### config.mk
export PLATFORM = sky130hd
export DESIGN_NAME = uart_chan
export DESIGN_NICKNAME = d
export VERILOG_FILES = /design/src/rtl/uart_chan_pkg.sv /design/src/rtl/uart_chan.sv
export SDC_FILE = /design/constraint.sdc
export NUM_CORES = 1
export LEC_CHECK = 0
export BUFFER_PORTS_ARGS = -buffer_cell sky130_fd_sc_hd__buf_4
export CAP_MARGIN = 40
export CORE_ASPECT_RATIO = 1.1
export CORE_MARGIN = 1
export CORE_UTILIZATION = 62
export DETAILED_ROUTE_END_ITERATION = 7
export GPL_TIMING_DRIVEN = 0
export PLACE_DENSITY = 0.89
export SYNTH_ARGS = -nofsm -noshare
export SYNTH_HDL_FRONTEND = slang
export SYNTH_SLANG_ARGS = --single-unit
### constraint.sdc
create_clock -name clock_i -period 4.1 [get_ports clock_i]
set_clock_uncertainty 0.15 [all_clocks]
set_input_delay 0.82 -clock clock_i [delete_from_list [all_inputs] [get_ports clock_i]]
set_output_delay 0.82 -clock clock_i [all_outputs]
set_load 0.03 [all_outputs]
### src/rtl/uart_chan_pkg.sv
// Package with register map, field layout and timing counts for one channel
package uart_chan_pkg;

  // Register byte offsets on the APB bus
  localparam logic [4:0] OFS_DATA = 5'h00; // tx write, rx read
  localparam logic [4:0] OFS_IER  = 5'h04;
  localparam logic [4:0] OFS_ISR  = 5'h08; // read isr, write fifo control
  localparam logic [4:0] OFS_LCR  = 5'h0C;
  localparam logic [4:0] OFS_LSR  = 5'h14;
  localparam logic [4:0] OFS_DLL  = 5'h18;
  localparam logic [4:0] OFS_DLM  = 5'h1C;

  // Reset values
  localparam logic [7:0] IER_RST = 8'h00;
  localparam logic [7:0] LCR_RST = 8'h03; // 8 data bits, no parity
  localparam logic [7:0] FCR_RST = 8'h00;
  localparam logic [7:0] DIV_RST = 8'h00; // baud generator halted

  // Interrupt enable bits
  localparam int IER_RXD = 0;
  localparam int IER_THE = 1;
  localparam int IER_RLS = 2;

  // FIFO control bits
  localparam int FCR_EN   = 0;
  localparam int FCR_RXRS = 1;
  localparam int FCR_TXRS = 2;
  localparam int FCR_TRG  = 6; // two bits, 7:6

  // Line control fields
  localparam int LCR_WLEN = 0; // two bits, 1:0
  localparam int LCR_STOP = 2;
  localparam int LCR_PEN  = 3;
  localparam int LCR_EVEN = 4;

  // Receive trigger levels selected by the two trigger bits
  localparam logic [4:0] TRG_LVL0 = 5'h01;
  localparam logic [4:0] TRG_LVL1 = 5'h04;
  localparam logic [4:0] TRG_LVL2 = 5'h08;
  localparam logic [4:0] TRG_LVL3 = 5'h0E;

  // Interrupt status codes, highest priority first
  localparam logic [3:0] ISR_RLS  = 4'h6;
  localparam logic [3:0] ISR_RXD  = 4'h4;
  localparam logic [3:0] ISR_TOUT = 4'hC;
  localparam logic [3:0] ISR_THE  = 4'h2;
  localparam logic [3:0] ISR_NONE = 4'h1;

  // Sampling ticks per bit, tick of the bit centre, timeout extra bits
  localparam logic [3:0] TICKS_LAST = 4'hF; // 16 ticks per bit
  localparam logic [3:0] TICK_MID   = 4'h7; // 8th tick after edge
  localparam int         TOUT_WORDS = 4;
  localparam int         TOUT_EXTRA = 12;
  localparam int         TICKS_BIT  = 16;

endpackage

### src/rtl/uart_chan.sv
// One asynchronous serial channel with FIFOs, baud generator and APB slave
`timescale 1ns/1ps

module uart_chan
  import uart_chan_pkg::*;
#(
  parameter int DEPTH = 16
) (
  input  wire logic       clock_i,
  input  wire logic       rst_i,
  input  wire logic       psel_i,
  input  wire logic       penable_i,
  input  wire logic       pwrite_i,
  input  wire logic [4:0] paddr_i,
  input  wire logic [31:0] pwdata_i,
  output logic [31:0]     prdata_o,
  output logic            pready_o,
  output logic            pslverr_o,
  input  wire logic       osc_in_pin_i,
  input  wire logic       rx_i,
  output logic            tx_o,
  output logic            chan_a_irq_pin_o
);

  localparam int PW = $clog2(DEPTH);

  // Trigger level 14 and pointer wrap need a power of two of 16 or more
  if (DEPTH < 16 || (1 << PW) != DEPTH) begin : g_bad_depth
    $error("uart_chan: DEPTH must be a power of two of at least 16");
  end

  typedef enum logic [4:0] {
    S_IDLE  = 5'b00001,
    S_START = 5'b00010,
    S_DATA  = 5'b00100,
    S_PAR   = 5'b01000,
    S_STOP  = 5'b10000
  } ser_state_t;

  // Mask of the active data bits for a word length code
  function automatic logic [7:0] word_mask(input logic [1:0] w);
    word_mask = 8'hFF >> (2'h3 - w);
  endfunction

  // Timeout limit in sampling ticks: four words plus twelve bits
  function automatic logic [10:0] tout_limit(input logic [1:0] w);
    int bits;
    bits = TOUT_WORDS * (5 + int'(w)) + TOUT_EXTRA;
    tout_limit = 11'(bits * TICKS_BIT);
  endfunction

  // Registers
  logic [7:0]     ier_q, lcr_q, fcr_q, dll_q, dlm_q, tsh_q, rsh_q;
  logic           osc_s1_q, osc_s2_q, osc_s3_q, rx_s1_q, rx_s2_q;
  logic [15:0]    bcnt_q;
  logic [7:0]     txm_q [DEPTH];
  logic [10:0]    rxm_q [DEPTH];
  logic [PW-1:0]  twp_q, trp_q, rwp_q, rrp_q;
  logic [PW:0]    tcnt_q, rcnt_q;
  ser_state_t     ts_q, rs_q;
  logic [3:0]     tsub_q, rsub_q;
  logic [2:0]     tbit_q, rbit_q;
  logic [10:0]    tocnt_q;
  logic [31:0]    prdata_q;
  logic           tick_q, tpar_q, tstop2_q, tx_q, rpe_q, ovr_q, tof_q;
  logic           pready_q, pslverr_q, irq_q;

  // Bus decode: setup phase latches answer, access completes with pready
  wire       setup   = psel_i & ~penable_i;
  wire       done    = psel_i & penable_i & pready_q;
  wire       wr_done = done & pwrite_i;
  wire       rd_done = done & ~pwrite_i;
  wire       a_data  = paddr_i == OFS_DATA;
  wire       a_ier   = paddr_i == OFS_IER;
  wire       a_isr   = paddr_i == OFS_ISR;
  wire       a_lcr   = paddr_i == OFS_LCR;
  wire       a_lsr   = paddr_i == OFS_LSR;
  wire       a_dll   = paddr_i == OFS_DLL;
  wire       a_dlm   = paddr_i == OFS_DLM;
  wire       mapped  = a_data | a_ier | a_isr | a_lcr | a_lsr | a_dll | a_dlm;
  wire [7:0] wbyte   = pwdata_i[7:0];
  wire       fcr_wr  = wr_done & a_isr;
  wire       fifo_en = fcr_q[FCR_EN];
  // Toggling FIFO enable flushes both FIFOs; each reset bit flushes its own FIFO
  wire       en_chg  = fcr_wr & (wbyte[FCR_EN] != fifo_en);
  wire       rx_clr  = fcr_wr & (wbyte[FCR_RXRS] | en_chg);
  wire       tx_clr  = fcr_wr & (wbyte[FCR_TXRS] | en_chg);

  // Baud generator: divisor from high and low bytes, zero halts it
  wire [15:0] divisor = {dlm_q, dll_q};
  wire        div_on  = divisor != 16'h0000;
  wire        osc_edge = osc_s2_q & ~osc_s3_q;

  // Transmit FIFO status; non-FIFO mode holds one byte only
  wire [PW:0] cap      = fifo_en ? (PW+1)'(DEPTH) : (PW+1)'(1);
  wire        tx_push  = wr_done & a_data & (tcnt_q < cap);
  wire        tx_empty = tcnt_q == '0;
  wire        tx_load  = (ts_q == S_IDLE) & ~tx_empty & div_on;
  wire        tsr_idle = (ts_q == S_IDLE) & ~tx_load;
  wire        lsr_thre = tx_empty;
  wire        lsr_temt = tx_empty & tsr_idle;
  wire [7:0]  tx_head  = txm_q[trp_q];
  wire [7:0]  wm       = word_mask(lcr_q[LCR_WLEN +: 2]);
  wire        tbit_end = tick_q & (tsub_q == TICKS_LAST);

  // Receive side status and tags of the head entry
  wire        rx_have  = rcnt_q != '0;
  wire [10:0] rx_head  = rx_have ? rxm_q[rrp_q] : 11'h000;
  wire        rx_pop   = rd_done & a_data & rx_have;
  wire        rsample  = tick_q & (rsub_q == TICKS_LAST);
  wire        rmid     = tick_q & (rsub_q == TICK_MID);
  wire [7:0]  rdat     = rsh_q & wm;
  wire        fe_now   = ~rx_s2_q;
  wire        brk_now  = (rdat == 8'h00) & ~rx_s2_q & ~rpe_q;
  wire        rx_done  = (rs_q == S_STOP) & rsample;
  wire        rx_full  = rcnt_q >= cap;
  wire        rx_push  = rx_done & ~rx_full;
  wire        ovr_set  = rx_done & rx_full;
  wire        ovr_clr  = rd_done & a_lsr;

  // Trigger level and interrupt sources
  logic [4:0] trig;
  always_comb begin
    case (fcr_q[FCR_TRG +: 2])
      2'h0:    trig = TRG_LVL0;
      2'h1:    trig = TRG_LVL1;
      2'h2:    trig = TRG_LVL2;
      default: trig = TRG_LVL3;
    endcase
  end
  wire rx_lvl  = fifo_en ? ((PW+1)'(trig) <= rcnt_q) : rx_have;
  wire rls_irq = ier_q[IER_RLS] & (ovr_q | |rx_head[10:8]);
  wire rxd_irq = ier_q[IER_RXD] & rx_lvl;
  wire to_irq  = ier_q[IER_RXD] & tof_q;
  wire the_irq = ier_q[IER_THE] & lsr_thre;
  wire [3:0] isr_code = rls_irq ? ISR_RLS  :
                        rxd_irq ? ISR_RXD  :
                        to_irq  ? ISR_TOUT :
                        the_irq ? ISR_THE  : ISR_NONE;
  wire [7:0] isr_val  = {fifo_en, fifo_en, 2'b00, isr_code};
  wire [7:0] lsr_val  = {1'b0, lsr_temt, lsr_thre, rx_head[10:8],
                         ovr_q, rx_have};

  // Read data selection; bus runs on clock_i alone
  wire [7:0] rd_sel = a_data ? rx_head[7:0] :
                      a_ier  ? ier_q :
                      a_isr  ? isr_val :
                      a_lcr  ? lcr_q :
                      a_lsr  ? lsr_val :
                      a_dll  ? dll_q :
                      a_dlm  ? dlm_q : 8'h00;

  // APB answer: ready in the first cycle of the access phase, never stalls
  always_ff @(posedge clock_i) begin
    if (rst_i) begin
      pready_q  <= 1'b0;
      prdata_q  <= 32'h0000_0000;
      pslverr_q <= 1'b0;
    end else begin
      pready_q <= setup;
      if (setup) begin
        prdata_q  <= {24'h00_0000, rd_sel};
        pslverr_q <= ~mapped;
      end
    end
  end

  // Software registers
  always_ff @(posedge clock_i) begin
    if (rst_i) begin
      ier_q <= IER_RST;
      lcr_q <= LCR_RST;
      fcr_q <= FCR_RST;
      dll_q <= DIV_RST;
      dlm_q <= DIV_RST;
    end else if (wr_done) begin
      if (a_ier) ier_q <= {5'h00, wbyte[2:0]};
      if (a_lcr) lcr_q <= wbyte;
      if (a_isr) fcr_q <= {wbyte[7:6], 5'h00, wbyte[0]};
      if (a_dll) dll_q <= wbyte;
      if (a_dlm) dlm_q <= wbyte;
    end
  end

  // Synchronisers for the oscillator and receive pins
  always_ff @(posedge clock_i) begin
    if (rst_i) begin
      {osc_s1_q, osc_s2_q, osc_s3_q} <= 3'b000;
      {rx_s1_q, rx_s2_q}             <= 2'b11;
    end else begin
      osc_s1_q <= osc_in_pin_i;
      osc_s2_q <= osc_s1_q;
      osc_s3_q <= osc_s2_q;
      rx_s1_q  <= rx_i;
      rx_s2_q  <= rx_s1_q;
    end
  end

  // Divide oscillator edges by the divisor into the 16x tick; one tick
  // feeds both directions so they always share the rate
  always_ff @(posedge clock_i) begin
    if (rst_i || !div_on) begin
      bcnt_q <= 16'h0000;
      tick_q <= 1'b0;
    end else begin
      tick_q <= 1'b0;
      if (osc_edge) begin
        if (bcnt_q >= divisor - 16'h0001) begin
          bcnt_q <= 16'h0000;
          tick_q <= 1'b1;
        end else begin
          bcnt_q <= bcnt_q + 16'h0001;
        end
      end
    end
  end

  // Transmit FIFO storage
  always_ff @(posedge clock_i) begin
    if (tx_push) txm_q[twp_q] <= wbyte;
  end

  // Transmit FIFO pointers
  always_ff @(posedge clock_i) begin
    if (rst_i || tx_clr) begin
      twp_q  <= '0;
      trp_q  <= '0;
      tcnt_q <= '0;
    end else begin
      if (tx_push) twp_q <= twp_q + PW'(1);
      if (tx_load) trp_q <= trp_q + PW'(1);
      tcnt_q <= tcnt_q + (PW+1)'(tx_push) - (PW+1)'(tx_load);
    end
  end

  // Transmit shifter: start, data LSB first, parity, stop bits
  always_ff @(posedge clock_i) begin
    if (rst_i || !div_on) begin
      ts_q     <= S_IDLE;
      tsub_q   <= 4'h0;
      tbit_q   <= 3'h0;
      tsh_q    <= 8'h00;
      tpar_q   <= 1'b0;
      tstop2_q <= 1'b0;
      tx_q     <= 1'b1;
    end else begin
      if (tick_q) tsub_q <= tsub_q + 4'h1;
      case (ts_q)
        S_IDLE: begin
          tx_q <= 1'b1;
          if (tx_load) begin
            ts_q   <= S_START;
            tsub_q <= 4'h0;
            tsh_q  <= tx_head & wm;
            tpar_q <= ^(tx_head & wm) ^ ~lcr_q[LCR_EVEN];
            tx_q   <= 1'b0;
          end
        end
        S_START: if (tbit_end) begin
          ts_q   <= S_DATA;
          tbit_q <= 3'h0;
          tx_q   <= tsh_q[0];
        end
        S_DATA: if (tbit_end) begin
          if (tbit_q == {1'b1, lcr_q[LCR_WLEN +: 2]}) begin
            ts_q     <= lcr_q[LCR_PEN] ? S_PAR : S_STOP;
            tx_q     <= lcr_q[LCR_PEN] ? tpar_q : 1'b1;
            tstop2_q <= lcr_q[LCR_STOP];
          end else begin
            tbit_q <= tbit_q + 3'h1;
            tx_q   <= tsh_q[tbit_q + 3'h1];
          end
        end
        S_PAR: if (tbit_end) begin
          ts_q <= S_STOP;
          tx_q <= 1'b1;
        end
        S_STOP: if (tbit_end) begin
          if (tstop2_q) tstop2_q <= 1'b0;
          else ts_q <= S_IDLE;
        end
        default: ts_q <= S_IDLE;
      endcase
    end
  end

  // Receive FIFO storage: data plus break, framing and parity tags
  always_ff @(posedge clock_i) begin
    if (rx_push) rxm_q[rwp_q] <= {brk_now, fe_now, rpe_q, rdat};
  end

  // Receive FIFO pointers and overrun; a new overrun beats its clear
  always_ff @(posedge clock_i) begin
    if (rst_i || rx_clr) begin
      rwp_q  <= '0;
      rrp_q  <= '0;
      rcnt_q <= '0;
    end else begin
      if (rx_push) rwp_q <= rwp_q + PW'(1);
      if (rx_pop)  rrp_q <= rrp_q + PW'(1);
      rcnt_q <= rcnt_q + (PW+1)'(rx_push) - (PW+1)'(rx_pop);
    end
    if (rst_i)        ovr_q <= 1'b0;
    else if (ovr_set) ovr_q <= 1'b1;
    else if (ovr_clr) ovr_q <= 1'b0;
  end

  // Receive shifter: start checked at centre, later bits every 16 ticks
  always_ff @(posedge clock_i) begin
    if (rst_i || !div_on) begin
      rs_q   <= S_IDLE;
      rsub_q <= 4'h0;
      rbit_q <= 3'h0;
      rsh_q  <= 8'h00;
      rpe_q  <= 1'b0;
    end else begin
      if (tick_q) rsub_q <= rsub_q + 4'h1;
      case (rs_q)
        S_IDLE: if (tick_q && !rx_s2_q) begin
          rs_q   <= S_START;
          rsub_q <= 4'h0;
        end
        S_START: if (rmid) begin
          rsub_q <= 4'h0;
          rs_q   <= rx_s2_q ? S_IDLE : S_DATA;
          rbit_q <= 3'h0;
          rsh_q  <= 8'h00;
          rpe_q  <= 1'b0;
        end
        S_DATA: if (rsample) begin
          rsh_q[rbit_q] <= rx_s2_q;
          if (rbit_q == {1'b1, lcr_q[LCR_WLEN +: 2]})
            rs_q <= lcr_q[LCR_PEN] ? S_PAR : S_STOP;
          else
            rbit_q <= rbit_q + 3'h1;
        end
        S_PAR: if (rsample) begin
          rpe_q <= (^rdat ^ rx_s2_q) != ~lcr_q[LCR_EVEN];
          rs_q  <= S_STOP;
        end
        S_STOP: if (rsample) rs_q <= S_IDLE;
        default: rs_q <= S_IDLE;
      endcase
    end
  end

  // Receive timeout: restarts on every character in or out
  always_ff @(posedge clock_i) begin
    if (rst_i || !fifo_en || !rx_have || rx_push || rx_pop) begin
      tocnt_q <= 11'h000;
      tof_q   <= 1'b0;
    end else if (tick_q && !tof_q) begin
      if (tocnt_q >= tout_limit(lcr_q[LCR_WLEN +: 2]) - 11'h001)
        tof_q <= 1'b1;
      else
        tocnt_q <= tocnt_q + 11'h001;
    end
  end

  // Registered interrupt pin, high while any enabled source is pending
  always_ff @(posedge clock_i) begin
    if (rst_i) irq_q <= 1'b0;
    else irq_q <= isr_code != ISR_NONE;
  end

  assign prdata_o         = prdata_q;
  assign pready_o         = pready_q;
  assign pslverr_o        = pslverr_q;
  assign tx_o             = tx_q;
  assign chan_a_irq_pin_o = irq_q;

endmodule // uart_chan

==> results of run 1 <==
cells by family (layout without fill, tap and decap cells):
kind of cell,after synthesis,after routing
adders and majority gates,70,70
AOI/OAI and AO/OA,191,191
buffers and inverters,147,278
DFF,458,458
xor gates and xnor gates,80,80
other,2,26
muxes,136,136
and+or+nand+nor,434,434
timing repair:
item                                    in CTS  in global routing
setup buffers                                0                  1
pin swaps                                    0                  2
resized for setup                            3                  8
endpoints found under the setup margin      12                 16
through the flow:
step	hold WS (ps)	setup WS (ps)	util	cell area [um^2]	TNS, ps
final	275.0	161.2	0.7086	22820	0
after CTS	281.0	-123.8	0.7071	22770	-132.0
after detailed placement	264.6	-327.9	0.6629	21350	-690.0
after floorplan	239.5	326.0	-	20320	0
after global placement	247.3	-504.2	0.6547	21080	-27920
after global routing	293.5	18.11	0.7086	22820	0
registers in the layout (all words and copies together), names as in the netlist, 8 cells and up, named ones only:
| signal | cells |
|---|---|
| tocnt_q | 11 |
| prdata_o | 8 |
| dlm_q | 8 |
| txm_q | 128 |
| rsh_q | 8 |
| tsh_q | 8 |
| lcr_q | 8 |
| bcnt_q | 16 |
| dll_q | 8 |
| rxm_q | 176 |
routing by layer:
metal | wire (um) | GRT usage | up-vias
li1 | - | - | 5809
met1 | 17940 | 0.3574 | 6551
met2 | 26330 | 0.5599 | 807
met3 | 4135 | 0.05430 | 227
met4 | 3515 | 0.1896 | 0
met5 | 0 | 0 | -
layout make-up:
class,instances,area [um^2],area share
sequential,458,12210,0.5352
multi-input combinational,936,7498,0.3286
clock buffer,62,1265,0.05543
tap,426,533.0,0.02336
timing repair buffer,59,473.0,0.02073
buffer,88,471.7,0.02067
inverter,57,214.0,0.009376
clock inverter,12,148.9,0.006525
antenna,1,2.502,0.0001097
power by group through the flow:
stage	combinational, W	clock [W]	sequential, W
CTS	0.000186	0.00404	0.00490
global route	0.000202	0.00421	0.00490
global placement	0.000180	0	0.00500
finish	0.000192	0.00405	0.00490
floorplan	0.0000993	0	0.00501
detailed placement	0.000185	0	0.00500
how the worst max path moves through the flow:
stage                     cells after the start     endpoint  slack, ps
after global placement                        9  rxm_q[0][3]       -500
after CTS                                    15    tcnt_q[4]       -120
after global routing                         14    tcnt_q[4]         20
after floorplan                              14    bcnt_q[0]        330
after detailed placement                     15    tcnt_q[4]       -330
final                                        15    tcnt_q[4]        160
placed cells by master, fill, tap and decap left out, drive strengths merged, types with 30 or more instances in the layout:
cell type  count
ha            68
mux4          94
nand3         30
xor2          38
a21oi         76
dfxtp        154
o21ai         41
buf          110
mux2i         41
inv           58
edfxtp       304
clkbuf        99
nand2         83
xnor2         42
nor2         190
critical path, cell delays in order:
cell and delay [ps]:
buf_4 110, or2_2 350, clkbuf_1 240, nor4_2 280, and4b_1 260, clkbuf_1 350
inv_1 120, ha_1 300, inv_1 40, ha_1 200, fa_1 430, a21oi_2 150
nor2_1 60, or3_1 370, a21oi_1 180
==> run summary, run 1 <==
- result of the run: complete, no violations
- leading cell types by count after synthesis: 304 x edfxtp_1, 190 x nor2_1, 154 x dfxtp_1
- number of global-route vias before repair: 13444
- register-to-register path setup slack: 200 ps
- Cell Rows: 69
- I/O pins: 80
- dominant cell by count in the synthesized netlist: edfxtp_1
- number of flops mapped to enable cells by yosys: 304
- synthesized flop and latch total: 458
- core region area: 32200 um^2
- clock edge transition at the registers on the reported setup and hold paths: 60 ps
- clock latency reported for the late side of the worst-skew pair: 560 ps
- combinational family with the most area after synthesis: multiplexers
- largest driver fanout on the critical path: 9
- count of different cell masters after synthesis: 70
- placed cells: 2024
- part of the Yosys area used for sequential elements: 0.6034
- classification of the worst-slack hold path: reg2reg
- gate count of the mapped netlist: 1518
- global-route wire length before repair: 78.45 mm
- dpl hpwl: 34.42 mm
- die boundary height: 191.5 um
- fraction of final layout cells with drive strength greater than 1: 0.1645
- area share of fa/ha/maj cells after synthesis: 0.04402
- element type at the critical path start: input port
- transition at the pin with the smallest max-transition slack: 997.7 ps
- horizontal die dimension: 174.3 um
- start point of the critical path: paddr_i[1]
- Post-synth top flop: edfxtp_1
- Hold-fix buffers, CTS: 0
- worst reg2reg endpoint: tcnt_q[4]
- Syn Std Cell Area: 20240 um^2
- Endpoint, Worst Hold: rx_s2_q
- proportion of synthesized area in mux cells: 0.1262
- number of endpoints with negative hold slack in the final report: 0
- critical path type: in2reg
- Max-Slew Margin vs Limit: 0.3320
- Worst Min Path Start: rx_s1_q
- combinational cell fraction of total power: 0.021
- cell taking the most area after synthesis: edfxtp_1
- Leak Pwr: 7.992 nW
- total power: 0.009141 W
- final routed wire length divided by cell count: 24.73 um
- RSZ-0062 raised after global routing: false
- number of max-cap violations: 0
- area overhead of the layout relative to synthesis: 12.76%
- critical path capture point type: flip-flop
- Mean Syn Cell Area: 13.33 um^2
- count of warnings emitted by yosys: 0
- setup violators final: 0
- antenna violations before repair: 1
- TritonRoute pass-1 iters: 6
- final routed DRC violation total: 0
- worst flop-to-flop path startpoint: dll_q[5]
- area share of the largest cell type after synthesis: 0.4511
- Worst Hold Depth: 1
- share of the synthesized netlist area taken by xor and xnor gates: 0.03462
- share of synthesized cell area in and, or, nand and nor gates: 0.09930
- clock tree from TritonCTS: built
- routed wire length: 51.92 mm
- sequential cell fraction of total power: 0.536
- Clk network pwr share: 0.443
- layout net count: 1757
- pin count of the biggest net entering global routing: 23
- Detail Route Antenna Nets: 0
- total via count in the routed design: 13394
- final worst-path cycle share: 0.9607
- final critical path time including I/O delays and setup: 3939 ps
- total gr overflow: 0
- net switching power: 0.001855 W
- required time at the worst-slack endpoint: 4430 ps
- synthesized-area fraction occupied by ao, oa, aoi and oai cells: 0.05781
- last weighted congestion value of the routability-driven placer: 0.9225
- final std cells w/o fill: 2099
- arrival time at the worst endpoint: 4270 ps
- Bufs on Longest Clock Path: 3
- filler instances: 2016
- cell area power density: 400.6 nW/um^2
- ratio of routed vias to standard cells: 6.381
- ys async rst share: 0
- buffers added on ports: 30
- Total Die Area: 33370 um^2
- Initial DRC Count: 1425
- cell-internal power: 0.007286 W
- starting density of the core: 0.6284
- worst voltage drop across the vdd grid: 0.4605 mV
- GRT Resource Usage Total: 0.3156
- highest clock rate: 0.2539 GHz
- clock root buffer master: clkbuf_16
- number of H-tree levels: 2
- # clock sinks: 458
- number of buffers inserted during clock tree synthesis: 43
- fraction of power spent switching nets: 0.2029
- synth top area cells: edfxtp_1 45%, dfxtp_1 15%, mux4_2 10%
- depth of the most critical reg-to-reg path: 14
- Slew Limit Fails: 0
Power figures use the tool's default switching activity.
==> run 2, diff against run 1 <==
--- a/config.mk
+++ b/config.mk
@@ -5,6 +5,7 @@
 export SDC_FILE = /design/constraint.sdc
 export NUM_CORES = 1
 export LEC_CHECK = 0
+export ABC_AREA = 1
 export BUFFER_PORTS_ARGS = -buffer_cell sky130_fd_sc_hd__buf_4
 export CAP_MARGIN = 40
 export CORE_ASPECT_RATIO = 1.1
@@ -12,7 +13,7 @@
 export CORE_UTILIZATION = 62
 export DETAILED_ROUTE_END_ITERATION = 7
 export GPL_TIMING_DRIVEN = 0
-export PLACE_DENSITY = 0.89
+export PLACE_DENSITY = 0.82
 export SYNTH_ARGS = -nofsm -noshare
 export SYNTH_HDL_FRONTEND = slang
 export SYNTH_SLANG_ARGS = --single-unit
==> run summary, run 2 <==
- clock tree from TritonCTS: built
- count of warnings emitted by yosys: 0
- fraction of final layout cells with drive strength greater than 1: 0.09753
- Detail Route Antenna Nets: 0
- CP peak stage delay: 440 ps
- area overhead of the layout relative to synthesis: 11.34%
- combinational cell fraction of total power: 0.020
- leading cell types in the layout, fill and taps excluded: 393 x nand2_1, 304 x edfxtp_1, 261 x nor2_1
- final routed wire length divided by cell count: 19.02 um
- final critical path time including I/O delays and setup: 3672 ps
- clock edge transition at the registers on the reported setup and hold paths: 60 ps
- Syn Std Cell Area: 21140 um^2
- worst voltage drop across the vdd grid: 0.3435 mV
- largest driver fanout on the critical path: 7
- die boundary height: 195.7 um
- arrival time at the worst endpoint: 3990 ps
- classification of the worst-slack hold path: reg2reg
- Post-synth top flop: edfxtp_1
- Total Die Area: 34840 um^2
- element type at the critical path start: flip-flop
- setup violators final: 0
- register name with the most flops: rxm_q
- cell-internal power: 0.007140 W
- GRT Resource Usage Total: 0.3132
- critical path capture point type: flip-flop
- buffer count from post-CTS setup fixing: 0
- result of the run: complete, no violations
- area share of the largest cell type after synthesis: 0.4318
- buffers added on ports: 30
- number of diodes added for antenna fixing: 0
- routed wire length: 53.66 mm
- TritonRoute pass-1 iters: 6
- Total Negative Setup Slacks: 0 ps
- transition at the pin with the smallest max-transition slack: 949.2 ps
- I/O pins: 80
- Cell Rows: 70
- number of flip-flops in the largest register: 176
- final routed DRC violation total: 0
- most common library cell in the layout ignoring fill and taps: nand2_1
- Initial DRC Count: 1769
- gate count of the mapped netlist: 2235
- cells along the critical path: inv_1 -> ha_1 -> inv_1 -> nor2_1 -> o21ai_0 -> nand2_1 -> nor3_4 -> inv_2 -> ha_1 -> inv_1 -> ha_1 -> fa_1 -> nand2_1 -> a21oi_1 -> or3_1 -> a21oi_1
- final hold slack: 246.0 ps
- sequential cell fraction of total power: 0.546
- Hold-fix buffers, CTS: 0
- ratio of routed vias to standard cells: 5.881
- Mean Syn Cell Area: 9.459 um^2
- highest clock rate: 0.2723 GHz
- Max-Slew Margin vs Limit: 0.3649
- # clock sinks: 458
- number of endpoints with negative hold slack in the final report: 0
- core region area: 33370 um^2
- total gr overflow: 0
- critical path type: reg2reg
- number of buffers inserted during clock tree synthesis: 44
- Bufs on Longest Clock Path: 3
- slowest library cell on the worst path: dfxtp_1
- synthesized flop and latch total: 458
- number of global-route vias before repair: 16196
- fraction of power spent switching nets: 0.2046
- dominant cell by count in the synthesized netlist: nand2_1
- last weighted congestion value of the routability-driven placer: 0.9342
- clock latency reported for the late side of the worst-skew pair: 570 ps
- number of flops mapped to enable cells by yosys: 304
- layout net count: 2468
- total via count in the routed design: 16589
- global-route wire length before repair: 83.81 mm
- number of max-cap violations: 0
- cell area power density: 381.4 nW/um^2
- ys async rst share: 0
- number of H-tree levels: 2
- cell taking the most area after synthesis: edfxtp_1
- RSZ-0062 raised after global routing: false
- Leak Pwr: 8.950 nW
- clock root buffer master: clkbuf_16
- CP top delay family: adder cells
- antenna violations before repair: 1
- required time at the worst-slack endpoint: 4420 ps
- final worst-path cycle share: 0.8957
- largest registers: rxm_q x176, txm_q x128, bcnt_q x16
- leading cell types by count after synthesis: 393 x nand2_1, 304 x edfxtp_1, 261 x nor2_1
- horizontal die dimension: 178.1 um
- Worst Path Buf+Inv: 4
- Slew Limit Fails: 0
- PostCTS Resize Cnt: 0
- pin count of the biggest net entering global routing: 23
- count of different cell masters after synthesis: 54
- synth top area cells: edfxtp_1 43%, dfxtp_1 15%, nand2_1 7.0%
- starting density of the core: 0.6335
- Clk network pwr share: 0.434
- dpl hpwl: 36.76 mm
- part of the Yosys area used for sequential elements: 0.5777
- net switching power: 0.001837 W
## run 2: cell types whose count changed in the layout (fill, tap and decap cells not counted), moves of 17 or more
cell	change
o21ai_0	+143
mux4_2	-90
nand2b_1	-17
a21oi_1	+39
xnor2_1	-31
mux2i_1	-41
o22ai_1	+24
inv_1	+202
nand3_1	+114
nor2_1	+72
nand2_1	+310
o211ai_1	+17
## run 2: cell type report
| class | instances | area, um^2 |
|---|---|---|
| Timing Repair Buffer | 50 | 401.6 |
| Fill cell | 2350 | 9832 |
| Clock buffer | 65 | 1220 |
| Buffer | 104 | 625.6 |
| Tap cell | 432 | 540.5 |
| Sequential cell | 458 | 12210 |
| Multi-Input combinational cell | 1427 | 7376 |
| Clock inverter | 16 | 143.9 |
| Inverter | 269 | 1018 |
## run 2: worst register-to-register path, delay by kind of cell (launching register included)
family	cells	cell delay, ps
AO/OA/AOI/OAI	3	340
adder cells (fa/ha/maj)	4	1250
buffers and inverters	4	460
flip-flops	1	440
AND/OR/NAND/NOR	5	950
## run 2: kinds of logic (layout without fill, tap and decap cells)
family,after synthesis,in the layout,synth area share
AOI/OAI and AO/OA,396,396,0.1045
xor gates and xnor gates,37,37,0.01533
adders and majority gates,70,70,0.04214
buffers and inverters,373,504,0.07777
DFF,458,458,0.5777
other,2,25,0.0003552
and+or+nand+nor,899,899,0.1823
## run 2: path summary, 6_finish.rpt
check	startpoint	endpoint	slack (ps)	cells past startpoint
max	fcr_q[0]	rcnt_q[4]	430	16
min reg2reg	osc_s1_q	osc_s2_q	250	2
min	osc_s1_q	osc_s2_q	250	2
max reg2reg	fcr_q[0]	rcnt_q[4]	430	16
## run 2: power groups by stage
| stage | Sequential (W) | Combinational, W | Clock (W) |
|---|---|---|---|
| 2_1_floorplan | 0.00501 | 0.0000911 | 0 |
| 3_3_place_gp | 0.00500 | 0.000173 | 0 |
| 3_5_place_dp | 0.00500 | 0.000177 | 0 |
| 4_1_cts | 0.00490 | 0.000178 | 0.00391 |
| 5_1_grt | 0.00490 | 0.000192 | 0.00409 |
| 6_report | 0.00490 | 0.000180 | 0.00389 |
## run 2: per-layer routing
metal,vias to the layer above,global-route usage,share of wire
li1,7757,-,-
met4,0,0.1431,0.045
met1,7780,0.3793,0.37
met5,-,0,0
met2,892,0.5394,0.49
met3,160,0.05833,0.096
## run 2: stage by stage
step / area, um^2 / cells / utilization / total power [W] / setup WS (ps)
global route: 23540 / 2821 / 0.7054 / 0.009184 / 119.8
finish: 23540 / 2821 / 0.7054 / 0.008977 / 427.8
CTS: 23520 / 2819 / 0.7049 / 0.008995 / 469.4
global placement: 21990 / 2720 / 0.6591 / 0.005175 / 420.6
floorplan: 21230 / 2258 / - / 0.005102 / 994.0
detailed placement: 22160 / 2738 / 0.6640 / 0.005180 / 450.2
==> run 3, diff against run 2 <==
--- a/config.mk
+++ b/config.mk
@@ -8,7 +8,7 @@
 export ABC_AREA = 1
 export BUFFER_PORTS_ARGS = -buffer_cell sky130_fd_sc_hd__buf_4
 export CAP_MARGIN = 40
-export CORE_ASPECT_RATIO = 1.1
+export CORE_ASPECT_RATIO = 0.5
 export CORE_MARGIN = 1
 export CORE_UTILIZATION = 62
 export DETAILED_ROUTE_END_ITERATION = 7
==> run summary, run 3 (synthesis results as in run 2) <==
- antenna violations before repair: 0
- area of the multi-input gates: 7376 um^2
- start point of the critical path: dll_q[2]
- final routed wire length divided by cell count: 18.26 um
- global-route wire length before repair: 79.82 mm
- fraction of final layout cells with drive strength greater than 1: 0.09634
- fin util: 0.7049
- end point of the critical path: bcnt_q[13]
- die boundary height: 132.6 um
- Bufs on Longest Clock Path: 3
- total gr overflow: 0
- instance area after placement: 22170 um^2
- routed wire length: 51.47 mm
- worst flop-to-flop path startpoint: dll_q[2]
- final routed DRC violation total: 0
- starting density of the core: 0.6351
- Total Negative Setup Slacks: 0 ps
- number of flip-flops in the largest register: 176
- last weighted congestion value of the routability-driven placer: 0.9414
- worst voltage drop across the vdd grid: 0.3667 mV
- horizontal die dimension: 263.1 um
- total via count in the routed design: 16389
- number of max-cap violations: 0
- classification of the worst-slack hold path: reg2reg
- PostCTS Resize Cnt: 0
- core region area: 33280 um^2
- largest driver fanout on the critical path: 10
- Slew Limit Fails: 0
- element type at the critical path start: flip-flop
- transition at the pin with the smallest max-transition slack: 842.9 ps
- area used by sequential logic in the layout: 12210 um^2
- area overhead of the layout relative to synthesis: 10.98%
- number of H-tree levels: 2
- TritonRoute pass-1 iters: 7
- number of global-route vias before repair: 15065
- buffers added on ports: 30
- Cell Rows: 47
- Max-Slew Margin vs Limit: 0.4360
- RSZ-0062 raised after global routing: false
- required time at the worst-slack endpoint: 4380 ps
- # clock sinks: 458
- final critical path time including I/O delays and setup: 3575 ps
- clock edge transition at the registers on the reported setup and hold paths: 70 ps
- dpl hpwl: 35.54 mm
- number of buffers inserted during clock tree synthesis: 40
- register-to-register path setup slack: 520 ps
- final worst-path cycle share: 0.8721
- pin count of the biggest net entering global routing: 23
- number of diodes added for antenna fixing: 0
- clock latency reported for the late side of the worst-skew pair: 560 ps
- Total Die Area: 34880 um^2
- layout net count: 2462
- most common library cell in the layout ignoring fill and taps: nand2_1
- register name with the most flops: rxm_q
- number of endpoints with negative hold slack in the final report: 0
- clock tree from TritonCTS: built
- critical path type: reg2reg
- cell area power density: 378.1 nW/um^2
- critical path capture point type: flip-flop
- ratio of routed vias to standard cells: 5.816
- Initial DRC Count: 1849
- largest registers: rxm_q x176, txm_q x128, bcnt_q x16
- Detail Route Antenna Nets: 0
- result of the run: complete, no violations
- I/O pins: 80
- highest clock rate: 0.2797 GHz
- clock root buffer master: clkbuf_16
- worst reg2reg endpoint: bcnt_q[13]
- leading cell types in the layout, fill and taps excluded: 393 x nand2_1, 304 x edfxtp_1, 261 x nor2_1
- filler instances: 2381
- setup violators final: 0
- depth of the most critical reg-to-reg path: 20
- post-route cell area: 23460 um^2
- GRT Resource Usage Total: 0.2933
- Hold-fix buffers, CTS: 0
- arrival time at the worst endpoint: 3850 ps
- Leak Pwr: 8.902 nW
- buffer count from post-CTS setup fixing: 0
[run 3: cell count changes in the layout (fill, tap and decap cells not counted), sizes merged]
| cell | delta |
|---|---|
| buf | -2 |
| inv | -1 |
| clkinvlp | +2 |
| bufinv | +1 |
| clkbuf | -14 |
| clkinv | +2 |
[run 3: worst min path at each step]
stage | startpoint | end | slack, ps | depth (start not counted)
2_1_floorplan | osc_s1_q | osc_s2_q | 240 | 2
3_3_place_gp | osc_s1_q | osc_s2_q | 240 | 2
3_5_place_dp | osc_s1_q | osc_s2_q | 250 | 2
4_1_cts | osc_s1_q | osc_s2_q | 260 | 2
5_1_grt | osc_s1_q | osc_s2_q | 270 | 2
6_report | osc_s1_q | osc_s2_q | 260 | 2
[run 3: power by group]
part           switching [W]  leakage [nW]  internal [W]  total, W
Combinational       0.000127          4.60     0.0000517  0.000179
Clock                0.00169         0.620       0.00210   0.00379
Sequential        0.00000534          3.68       0.00489   0.00490
[run 3: cell type report]
cell class / count / area share
Multi-Input combinational cell: 1427 / 0.3144
Clock buffer: 51 / 0.04709
Inverter: 269 / 0.04341
Sequential cell: 458 / 0.5205
Tap cell: 441 / 0.02352
Buffer: 104 / 0.02667
Clock inverter: 20 / 0.007786
Timing Repair Buffer: 48 / 0.01664
[run 3: critical path, cell delays in order, from the launching register on]
cell and delay (ps):
dfxtp_1 360, nor2_1 120, nand2_1 100, nor3_1 260, nand3_1 200, nor2_1 200, nand2_1 110, nor3_1 180
xor2_1 180, inv_1 60, ha_1 290, nand2_1 60, inv_1 50, nand3_1 90, nor3_1 240, nand2_1 80
nand3_1 170, nand2_1 80, nand2_2 180, buf_4 220, nor2_1 60
[run 3: per-stage QoR]
step	setup slack [ps]	hold WS, ps	std cells	power [W]
floorplan	994.0	238.3	2258	0.005102
global placement	598.2	241.7	2729	0.005172
detailed placement	543.2	248.8	2747	0.005175
CTS	492.7	257.0	2818	0.008879
global route	281.0	274.4	2818	0.009083
finish	524.6	258.9	2818	0.008871
[run 3: layer usage]
metal  part of all wire  GRT usage  vias to the layer above
met5                  0          0                        -
met4              0.031     0.1085                        0
met3              0.099    0.04783                      127
met2               0.47     0.4879                      876
met1               0.40     0.3913                     7630
li1                   -          -                     7756
